===== src/rtl/ssd_cfg.svh =====
// Constants of the safety sensor diagnostics block: offsets, bit positions, timing
`ifndef SSD_CFG_SVH
`define SSD_CFG_SVH

// Clock and timing
`define CLK_HZ          50000000
`define SHUTDOWN_MIN    30
`define SHUTDOWN_CYC    (64'(`SHUTDOWN_MIN) * 64'd60 * 64'(`CLK_HZ))
`define FLASH_PULSE_MS  200
`define FLASH_GAP_MS    1000
`define TOGGLE_MS       500
`define FLASH_PULSE_CYC (`FLASH_PULSE_MS * (`CLK_HZ / 1000))
`define FLASH_GAP_CYC   (`FLASH_GAP_MS * (`CLK_HZ / 1000))
`define TOGGLE_CYC      (`TOGGLE_MS * (`CLK_HZ / 1000))
`define TMR_W           40
`define CNT_W           28
`define CHAIN_MAX       31

// Register offsets (byte addresses)
`define REG_CTRL        8'h00
`define REG_STATUS      8'h04
`define REG_WARN        8'h08
`define REG_ISTAT       8'h0c
`define REG_IMASK       8'h10
`define REG_REQ         8'h14
`define CTRL_FRST       0

// Response byte bits
`define RSP_SAFE        0
`define RSP_ACT         1
`define RSP_INP         4
`define RSP_LIM         5
`define RSP_WARN        6
`define RSP_FAIL        7
`define REQ_FRST        7

// Warning/failure byte bits
`define WF_ERR_A        0
`define WF_ERR_B        1
`define WF_CROSS        2
`define WF_TEMP         3
`define WF_ACTR         4
`define WF_INTL         5
`define WF_COMM         6

// Red flash codes
`define CODE_OFF        3'h0
`define CODE_ERR_A      3'h1
`define CODE_ERR_B      3'h2
`define CODE_CROSS      3'h3
`define CODE_TEMP       3'h4
`define CODE_ACTR       3'h5
`define CODE_STEADY     3'h7

// Interrupt status bits
`define IRQ_W           4
`define IRQ_WARN        0
`define IRQ_FAIL        1
`define IRQ_LIMIT       2
`define IRQ_FRST        3

`endif


===== src/rtl/ssd_pkg.sv =====
// Types of the safety sensor diagnostics block
package ssd_pkg;
  `include "ssd_cfg.svh"

  typedef enum logic [3:0] {
    ST_IDLE = 4'b0001,
    ST_RUN  = 4'b0010,
    ST_WARN = 4'b0100,
    ST_FAIL = 4'b1000
  } run_state_t;

  typedef struct packed {
    run_state_t         st;
    logic [`TMR_W-1:0]  tmr;
    logic [`CNT_W-1:0]  tog_cnt;
    logic               tog;
    logic               lim_seen;
    logic               safe;
    logic               diag;
    logic               green;
    logic               yellow;
    logic [2:0]         code;
    logic [7:0]         resp;
    logic [7:0]         wf;
    logic [7:0]         req_last;
    logic [`IRQ_W-1:0]  irq_stat;
    logic [`IRQ_W-1:0]  irq_mask;
    logic               irq;
    logic               pready;
    logic               pslverr;
    logic [31:0]        prdata;
  } core_state_t;

  typedef struct packed {
    logic               on;
    logic [2:0]         idx;
    logic [`CNT_W-1:0]  cnt;
  } flash_state_t;
endpackage


===== src/rtl/flash_gen.sv =====
// Pulse-group generator for the red indicator flash codes
`timescale 1ns/1ns
`include "ssd_cfg.svh"
module flash_gen import ssd_pkg::*; #(
  parameter logic [`CNT_W-1:0] PULSE_CYC = `CNT_W'(`FLASH_PULSE_CYC),
  parameter logic [`CNT_W-1:0] GAP_CYC   = `CNT_W'(`FLASH_GAP_CYC)
) (
  // Clock and reset
  input  wire logic       clock,
  input  wire logic       rstn,
  // Code in, lamp out
  input  wire logic [2:0] code,
  output logic            led
);
  flash_state_t q;
  flash_state_t d;

  // Code 0 is dark, 7 steady, others give that many pulses then a gap
  always_comb begin
    d = q;
    if (code == `CODE_OFF || code == `CODE_STEADY) begin
      d.on  = (code == `CODE_STEADY);
      d.idx = 3'h0;
      d.cnt = '0;
    end else if (q.cnt != '0) begin
      d.cnt = q.cnt - 1'b1;
    end else if (q.on) begin
      d.on  = 1'b0;
      d.idx = q.idx + 3'h1;
      d.cnt = (q.idx + 3'h1 >= code) ? GAP_CYC : PULSE_CYC;
    end else begin
      d.on  = 1'b1;
      d.idx = (q.idx >= code) ? 3'h0 : q.idx;
      d.cnt = PULSE_CYC;
    end
  end

  always_ff @(posedge clock or negedge rstn) begin
    if (!rstn) begin
      q <= '0;
    end else begin
      q <= d;
    end
  end

  assign led = q.on;
endmodule


===== src/rtl/safety_sensor_diagnostics.sv =====
// Diagnostic, indicator and shutdown logic of a non-contact safety sensor
//
// Contract
// - Green lit when ready and powered
// - Yellow steady in range, flashing near limit
// - Red pulses give cause code, steady internal
// - Fault drops diag now, outputs off later
// - Warning: diag low, safety channels still on
// - Limit area: diag cycles, channels stay on
// - No actuator: outputs off, green only
// - Internal failure: red, yellow, all outputs off
// - Chain of up to 31 sensors
// - Status byte bit layout
// - Warning/failure byte bit layout
// - All status bits active high
// - Response bytes refreshed continuously, unpolled
// - Status bit combinations per operating condition
`timescale 1ns/1ns
`include "ssd_cfg.svh"
module safety_sensor_diagnostics import ssd_pkg::*; #(
  parameter logic [`TMR_W-1:0] SHUTDOWN_CYC = `TMR_W'(`SHUTDOWN_CYC),
  parameter logic [`CNT_W-1:0] PULSE_CYC    = `CNT_W'(`FLASH_PULSE_CYC),
  parameter logic [`CNT_W-1:0] GAP_CYC      = `CNT_W'(`FLASH_GAP_CYC),
  parameter logic [`CNT_W-1:0] TOGGLE_CYC   = `CNT_W'(`TOGGLE_CYC)
) (
  // Clock and reset
  input  wire logic        clock,
  input  wire logic        rstn,
  // APB slave
  input  wire logic        psel,
  input  wire logic        penable,
  input  wire logic        pwrite,
  input  wire logic [7:0]  paddr,
  input  wire logic [31:0] pwdata,
  output logic [31:0]      prdata,
  output logic             pready,
  output logic             pslverr,
  output logic             irq,
  // Sensing and self-test conditions
  input  wire logic        actuator_present,
  input  wire logic        limit_area,
  input  wire logic        safety_in_a,
  input  wire logic        safety_in_b,
  input  wire logic        err_out_a,
  input  wire logic        err_out_b,
  input  wire logic        cross_wire,
  input  wire logic        over_temp,
  input  wire logic        bad_actuator,
  input  wire logic        internal_fail,
  input  wire logic        comm_err,
  // Serial diagnostic chain
  input  wire logic [4:0]  chain_pos,
  input  wire logic        req_valid,
  input  wire logic [4:0]  req_addr,
  input  wire logic [7:0]  req_byte,
  output logic [7:0]       resp_byte,
  output logic [7:0]       wf_byte,
  // Indicators and output stages
  output logic             green_led,
  output logic             red_led,
  output logic             yellow_led,
  output logic             diag_out,
  output logic             safety_out_a,
  output logic             safety_out_b
);
  core_state_t         q;
  core_state_t         d;
  logic                fault;
  logic                hard;
  logic                act_ok;
  logic                wr;
  logic                req_hit;
  logic                frst;
  logic                live;
  logic                run;
  logic [`IRQ_W-1:0]   ev;
  logic [`IRQ_W-1:0]   clr;

  ////////////////////////////////////////////////////////////////////////////
  // Next-state logic
  always_comb begin
    d      = q;
    fault  = err_out_a | err_out_b | cross_wire | over_temp;
    hard   = internal_fail | bad_actuator;
    act_ok = actuator_present & safety_in_a & safety_in_b;
    wr     = psel & penable & q.pready & pwrite;
    // Only the addressed position in a chain of at most 31 accepts a request
    req_hit = req_valid && (req_addr == chain_pos) && (chain_pos != 5'h0)
              && (32'(chain_pos) <= `CHAIN_MAX);
    frst   = (wr && paddr == `REG_CTRL && pwdata[`CTRL_FRST])
             || (req_hit && req_byte[`REQ_FRST]);

    // Operating state; a warnable fault only starts the shutdown delay
    unique case (q.st)
      ST_IDLE: begin
        if (hard) d.st = ST_FAIL;
        else if (fault) d.st = ST_WARN;
        else if (act_ok) d.st = ST_RUN;
      end
      ST_RUN: begin
        if (hard) d.st = ST_FAIL;
        else if (fault) d.st = ST_WARN;
        else if (!actuator_present) d.st = ST_IDLE;
      end
      ST_WARN: begin
        if (hard) d.st = ST_FAIL;
        else if (!fault) d.st = ST_IDLE;
        else if (q.tmr == SHUTDOWN_CYC - 1'b1) d.st = ST_FAIL;
      end
      ST_FAIL: begin
        // Latched: needs a reset request and every cause gone
        if (frst && !fault && !hard) d.st = ST_IDLE;
      end
    endcase
    d.tmr = (d.st == ST_WARN && q.st == ST_WARN) ? q.tmr + 1'b1 : '0;

    // Free-running toggle for the limit-area blink
    if (q.tog_cnt >= TOGGLE_CYC - 1'b1) begin
      d.tog_cnt = '0;
      d.tog     = ~q.tog;
    end else begin
      d.tog_cnt = q.tog_cnt + 1'b1;
    end

    // Output stages and indicators
    run      = (d.st == ST_RUN);
    live     = (d.st == ST_RUN) || (d.st == ST_WARN);
    d.safe   = live & act_ok & ~hard;
    d.diag   = run & act_ok & (~limit_area | q.tog);
    d.green  = (d.st == ST_IDLE || d.st == ST_RUN) & ~internal_fail;
    d.yellow = internal_fail
               | (actuator_present & (~(run & limit_area) | q.tog));

    // Red cause code; internal failure gives steady red, otherwise the lowest-numbered cause wins when several are present
    if (internal_fail) d.code = `CODE_STEADY;
    else if (d.st != ST_WARN && d.st != ST_FAIL) d.code = `CODE_OFF;
    else if (err_out_a) d.code = `CODE_ERR_A;
    else if (err_out_b) d.code = `CODE_ERR_B;
    else if (cross_wire) d.code = `CODE_CROSS;
    else if (over_temp) d.code = `CODE_TEMP;
    else if (bad_actuator) d.code = `CODE_ACTR;
    else d.code = `CODE_OFF;

    // Serial bytes, rebuilt every cycle so the gateway copy never goes stale
    d.resp                = 8'h00;
    d.resp[`RSP_SAFE]     = d.safe;
    d.resp[`RSP_ACT]      = actuator_present;
    d.resp[`RSP_INP]      = safety_in_a & safety_in_b;
    d.resp[`RSP_LIM]      = run & limit_area;
    d.resp[`RSP_WARN]     = (d.st == ST_WARN);
    d.resp[`RSP_FAIL]     = (d.st == ST_FAIL);
    d.wf                  = 8'h00;
    d.wf[`WF_ERR_A]       = err_out_a;
    d.wf[`WF_ERR_B]       = err_out_b;
    d.wf[`WF_CROSS]       = cross_wire;
    d.wf[`WF_TEMP]        = over_temp;
    d.wf[`WF_ACTR]        = bad_actuator & (d.st == ST_FAIL);
    d.wf[`WF_INTL]        = internal_fail;
    d.wf[`WF_COMM]        = comm_err & (d.st != ST_FAIL);
    if (req_hit) d.req_last = req_byte;

    // Sticky events; a new event beats a clear in the same cycle
    ev             = '0;
    ev[`IRQ_WARN]  = (d.st == ST_WARN) && (q.st != ST_WARN);
    ev[`IRQ_FAIL]  = (d.st == ST_FAIL) && (q.st != ST_FAIL);
    ev[`IRQ_LIMIT] = limit_area & ~q.lim_seen;
    ev[`IRQ_FRST]  = frst;
    d.lim_seen     = limit_area;
    clr = (wr && paddr == `REG_ISTAT) ? pwdata[`IRQ_W-1:0] : '0;
    d.irq_stat = (q.irq_stat & ~clr) | ev;
    if (wr && paddr == `REG_IMASK) d.irq_mask = pwdata[`IRQ_W-1:0];
    d.irq = |(d.irq_stat & d.irq_mask);

    // APB: answer in the first access cycle, data fetched in setup
    d.pready  = psel & ~penable;
    d.pslverr = 1'b0;
    d.prdata  = 32'h0000_0000;
    if (psel && !penable) begin
      unique case (paddr)
        `REG_CTRL:   d.prdata = 32'h0000_0000;
        `REG_STATUS: d.prdata = {24'h00_0000, q.resp};
        `REG_WARN:   d.prdata = {24'h00_0000, q.wf};
        `REG_ISTAT:  d.prdata = {28'h000_0000, q.irq_stat};
        `REG_IMASK:  d.prdata = {28'h000_0000, q.irq_mask};
        `REG_REQ:    d.prdata = {24'h00_0000, q.req_last};
        default:     d.pslverr = 1'b1;
      endcase
    end
  end

  ////////////////////////////////////////////////////////////////////////////
  // State register
  always_ff @(posedge clock or negedge rstn) begin
    if (!rstn) begin
      q    <= '0;
      q.st <= ST_IDLE;
    end else begin
      q <= d;
    end
  end

  // Red lamp timing lives in its own generator
  flash_gen #(
    .PULSE_CYC (PULSE_CYC),
    .GAP_CYC   (GAP_CYC)
  ) u_red (
    .clock (clock),
    .rstn  (rstn),
    .code  (q.code),
    .led   (red_led)
  );

  // Every output except red_led is a flop of the state record
  assign prdata       = q.prdata;
  assign pready       = q.pready;
  assign pslverr      = q.pslverr;
  assign irq          = q.irq;
  assign resp_byte    = q.resp;
  assign wf_byte      = q.wf;
  assign green_led    = q.green;
  assign yellow_led   = q.yellow;
  assign diag_out     = q.diag;
  assign safety_out_a = q.safe;
  assign safety_out_b = q.safe;

  ////////////////////////////////////////////////////////////////////////////
  // Checks
  green_ready_a: assert property (@(posedge clock) disable iff (!rstn)
    green_led |-> (q.st == ST_IDLE || q.st == ST_RUN))
    else $error("green lit outside ready states");

  yellow_range_a: assert property (@(posedge clock) disable iff (!rstn)
    (actuator_present && !limit_area) |=> yellow_led)
    else $error("yellow dark with actuator in range");

  red_steady_a: assert property (@(posedge clock) disable iff (!rstn)
    internal_fail [*3] |-> red_led)
    else $error("red not steady on internal failure");

  diag_drop_a: assert property (@(posedge clock) disable iff (!rstn)
    (q.st == ST_RUN && fault && !hard) |=> (!diag_out && q.st == ST_WARN))
    else $error("diagnostic output not dropped on fault");

  shutdown_end_a: assert property (@(posedge clock) disable iff (!rstn)
    (q.st == ST_WARN && fault && q.tmr == SHUTDOWN_CYC - 1'b1)
      |=> (q.st == ST_FAIL && !safety_out_a && !safety_out_b))
    else $error("channels not off after shutdown delay");

  warn_hold_a: assert property (@(posedge clock) disable iff (!rstn)
    (q.st == ST_WARN) |-> (!diag_out && safety_out_a == safety_out_b))
    else $error("diagnostic output high during warning");

  idle_off_a: assert property (@(posedge clock) disable iff (!rstn)
    (q.st == ST_IDLE) |-> (!safety_out_a && !diag_out && !resp_byte[`RSP_WARN]))
    else $error("outputs live without actuator");

  intl_off_a: assert property (@(posedge clock) disable iff (!rstn)
    $past(internal_fail) |-> (!green_led && yellow_led && !safety_out_a && !diag_out))
    else $error("internal failure pattern wrong");

  status_fail_a: assert property (@(posedge clock) disable iff (!rstn)
    resp_byte[`RSP_FAIL] |-> (!resp_byte[`RSP_SAFE] && !safety_out_a))
    else $error("failure reported with outputs enabled");

  status_safe_a: assert property (@(posedge clock) disable iff (!rstn)
    resp_byte[`RSP_SAFE] == safety_out_a)
    else $error("status bit 0 differs from safety outputs");

  wf_intl_a: assert property (@(posedge clock) disable iff (!rstn)
    wf_byte[`WF_INTL] == $past(internal_fail))
    else $error("internal failure bit wrong");

  limit_diag_a: assert property (@(posedge clock) disable iff (!rstn)
    (q.st == ST_RUN && $past(limit_area) && $past(act_ok)) |-> (diag_out == $past(q.tog)))
    else $error("diagnostic output not cycling in limit area");

  chain_skip_a: assert property (@(posedge clock) disable iff (!rstn)
    (req_valid && (req_addr != chain_pos || chain_pos == 5'h00))
      |=> (q.req_last == $past(q.req_last)))
    else $error("request taken by wrong chain position");

  fail_latch_a: assert property (@(posedge clock) disable iff (!rstn)
    (q.st == ST_FAIL && !frst) |=> (q.st == ST_FAIL))
    else $error("failure left without reset request");

  wf_fail_a: assert property (@(posedge clock) disable iff (!rstn)
    wf_byte[`WF_ACTR] |-> (q.st == ST_FAIL && !wf_byte[`WF_COMM]))
    else $error("actuator error bit outside failure");

  status_combo_a: assert property (@(posedge clock) disable iff (!rstn)
    resp_byte[`RSP_SAFE]
      |-> (resp_byte[`RSP_ACT] && resp_byte[`RSP_INP] && !resp_byte[`RSP_FAIL]))
    else $error("status bits inconsistent with released outputs");

  red_dark_a: assert property (@(posedge clock) disable iff (!rstn)
    (q.st == ST_IDLE || q.st == ST_RUN) |=> !red_led)
    else $error("red lit without a fault");

  resp_fresh_a: assert property (@(posedge clock) disable iff (!rstn)
    resp_byte[`RSP_ACT] == $past(actuator_present))
    else $error("status byte not refreshed");

  warn_channels_a: assert property (@(posedge clock) disable iff (!rstn)
    (q.st == ST_RUN && fault && !hard && act_ok)
      |=> (safety_out_a && safety_out_b && q.st == ST_WARN))
    else $error("channels dropped on entering warning");
endmodule


===== config.mk =====
export PLATFORM = sky130hd
export DESIGN_NAME = safety_sensor_diagnostics
export DESIGN_NICKNAME = d
export VERILOG_FILES = /design/src/rtl/ssd_pkg.sv /design/src/rtl/flash_gen.sv /design/src/rtl/safety_sensor_diagnostics.sv
export VERILOG_INCLUDE_DIRS = /design/src /design/src/rtl
export SDC_FILE = /design/constraint.sdc
export NUM_CORES = 1
export LEC_CHECK = 0
export BUFFER_PORTS_ARGS = -buffer_cell sky130_fd_sc_hd__buf_2
export CAP_MARGIN = 30
export CORE_MARGIN = 8
export CORE_UTILIZATION = 35
export CTS_CLUSTER_DIAMETER = 150
export DETAILED_ROUTE_END_ITERATION = 10
export MAX_ROUTING_LAYER = met4
export REMOVE_ABC_BUFFERS = 1
export SYNTH_ARGS = -nofsm -noshare
export SYNTH_HDL_FRONTEND = slang
export SYNTH_HIERARCHICAL = 1
export SYNTH_SLANG_ARGS = --single-unit

===== constraint.sdc =====
create_clock -name clock -period 3.85 [get_ports clock]
set_input_delay 0.385 -clock clock [delete_from_list [all_inputs] [get_ports clock]]
set_output_delay 0.385 -clock clock [all_outputs]
set_load 0.05 [all_outputs]

==> run_results.csv <==
group,metric,value,unit
clock_tree,cts_buffers,17,
critical_path,endpoint_kind,"flip-flop",
clock_tree,cts_hold_buf,0,
floorplanning,rows,54,
timing,timing.final.hold_violations,0,
routing,drt.antenna.violating_nets,0,
status,status,"finished clean",
clock_tree,cts_max_level,4,
global_route,grt_pass1_wl,27.9,mm
floorplanning,initial_utilization,0.356,
global_route,grtUsageTotal,0.131,
cells_and_area,drive_gt1_frac,0.167,
job,maxCapViolations,0,
power,peakVddDrop,0.000311,V
critical_path,startpoint_type,"flip-flop",
critical_path,critPathBufInv,0,
synthesis,synth_area_per_cell,9.83,um2
cells_and_area,final_cell_mix,"151 x dfrtp_1, 115 x nor2_1, 75 x buf_2",
place,place_congestion,0.829,
routing,avgViaCountPerCell,4.95,
synthesis,synthFlopType,"dfrtp_1",
cells_and_area,syn_to_final_growth,12.8,%
clock_tree,cts_resized,0,
synthesis,synth_top_cell_by_area,"dfrtp_1",
clock_tree,postCtsSetupBuffers,0,
place,hpwl,11.8,mm
synthesis,synthCells,794,
cells_and_area,final_common_cell,"dfrtp_1",
power,power,4.94,mW
clock_tree,clockRootBuffer,"clkbuf_16",
global_route,grt.overflow.total,0,
critical_path,crit_type,"flip-flop to flip-flop",
routing,dr.pass1.iters,7,
power,cellPowerDensity,561,nW/um2
global_route,antenna_found_initial,0,
critical_path,required,4180,ps
clock_tree,clock_sinks,152,
cells_and_area,finalInstanceArea,8800,um2
timing,fmax,358,MHz
routing,drt_wl_total,16.6,mm
synthesis,synth_top_area_frac,0.484,
floorplanning,coreArea,21900,um2
synthesis,yosysWarnings,6,
timing,finalCriticalPeriod,2790,ps
critical_path,path_delay_family,"simple AND/OR/NAND/NOR gates",
global_route,grt_pass1_vias,5601,
clock_tree,clk_latency,430,ps
timing,rsz0062_at_grt,"no",
floorplanning,io_pins,132,
critical_path,cpPeakStageDelay,680,ps
floorplanning,die_y,165,um
routing,vias,5670,
timing,skew,5.89,ps
cells_and_area,fin_util,0.402,
synthesis,netlist_area,7800,um2
critical_path,cpMaxStageDelayCell,"nor4_1",
timing,setup_violations,0,
critical_path,path_cells,"and4_1 -> nand4_1 -> nor4_1 -> o31ai_1 -> or4_1 -> nor3_1",
timing,fin_crit_sh,0.726,
cells_and_area,layout.nets,938,
synthesis,synth-edff-count,0,
routing,drt-initial-drc-count,429,
place,port_buffers,76,
routing,wl_per_cell,14.5,um
timing,setup_tns,0,ps
global_route,grt_max_degree,97,
timing,final_max_slew_viol_count,0,
synthesis,synthArstFlopShare,1.00,
synthesis,synth_cell_types,71,
timing,relSlewSlack,0.352,
synthesis,synth_area_leaders,"dfrtp_1 48%, nor2_1 5.5%, buf_4 4.7%, xor2_1 4.7%, xnor2_1 4.3%",
routing,drc,0,
worst_hold_path,hold_path_class,"input port to async pin",
critical_path,critical_path.max_fanout,7,
floorplanning,die_area,27300,um2
clock_tree,clock_path_buffers,2,
clock_tree,cts_tree,"done",
floorplanning,die_x,165,um
power,p_leak,3.86,nW
cells_and_area,antenna-diode-count,0,
synthesis,synth-seq-cells,152,
place,post_dp_cell_area,8200,um2
timing,tightest_slew,956,ps
critical_path,crit_arrival,3130,ps
synthesis,synth_seq_area_share,0.488,
clock_tree,clk_pin_slew,60,ps
kinds of logic after synthesis:
| family | count (synthesis) | share of synthesized area |
|---|---|---|
| AO/OA/AOI/OAI | 100 | 0.0834 |
| flip-flops | 152 | 0.488 |
| other | 1 | 0.000481 |
| AND/OR/NAND/NOR | 335 | 0.222 |
| XOR/XNOR | 80 | 0.0898 |
| multiplexers | 17 | 0.0236 |
| buffers and inverters | 99 | 0.0768 |
| adder cells (fa/ha/maj) | 10 | 0.0160 |
final timing paths:
path                            slack [ps]                    to  cells past startpoint        startpoint
worst max-delay path                  1060    diag_out$_DFF_PN0_                      6  q[110]$_DFF_PN0_
worst min-delay path                    30      pready$_DFF_PN0_                      1              rstn
worst max register to register        1060    diag_out$_DFF_PN0_                      6  q[110]$_DFF_PN0_
worst min register to register         420       q[41]$_DFF_PN0_                      1   q[74]$_DFF_PN0_
max in group asynchronous             2940      q[109]$_DFF_PN0_                      2              rstn
min in group clock                     120  wf_byte[2]$_DFF_PN0_                      1        cross_wire
routing by layer:
layer  global-route usage  part of all wire
met1                0.169              0.47
met2                0.198              0.47
met3               0.0320             0.048
met4               0.0446             0.010
met5                    -                 0
stage by stage:
step	setup slack [ps]	instances	hold WS [ps]
after floorplan	1380	752	89.4
after global placement	1100	1114	416
after detailed placement	1070	1114	423
after CTS	1090	1146	87.1
after global routing	877	1146	100
final	1060	1146	25.4
registers in the layout, summed over array words and instances (netlist names), 6 cells and up:
signal	flops
q	93
u_red/q	31
prdata	8
wf_byte	7
resp_byte	6
worst register-to-register path: stages (launching register included):
cell     delay (ps)
dfrtp_1         410
and4_1          280
nand4_1         180
nor4_1          680
o31ai_1         360
or4_1           580
nor3_1          210
synthesized netlist by cell type, types with 13 or more instances:
library cell	n
nand3_1	39
or3_1	18
xnor2_1	38
inv_1	28
nor2_1	115
a21oi_1	30
nor4_1	14
nand4_1	17
buf_4	49
o21ai_0	21
nor3_1	26
dfrtp_1	151
nand2_1	41
xor2_1	42
and3_1	13
layout make-up:
type                       count  area, um2
fill                        2167      13100
sequential                   152       3800
multi-input combinational    572       3510
clock buffer                  20        447
timing repair buffer          82        432
tap                          280        350
clock inverter                12        150
inverter                      28        105
power breakdown:
| part | switching (mW) | total, mW | internal (mW) | leakage (nW) |
|---|---|---|---|---|
| logic | 0.791 | 1.25 | 0.455 | 1.56 |
| clock network | 0.649 | 1.68 | 1.03 | 0.286 |
| registers | 0.202 | 2.01 | 1.81 | 2.02 |
(Power assumes the default switching activity.)
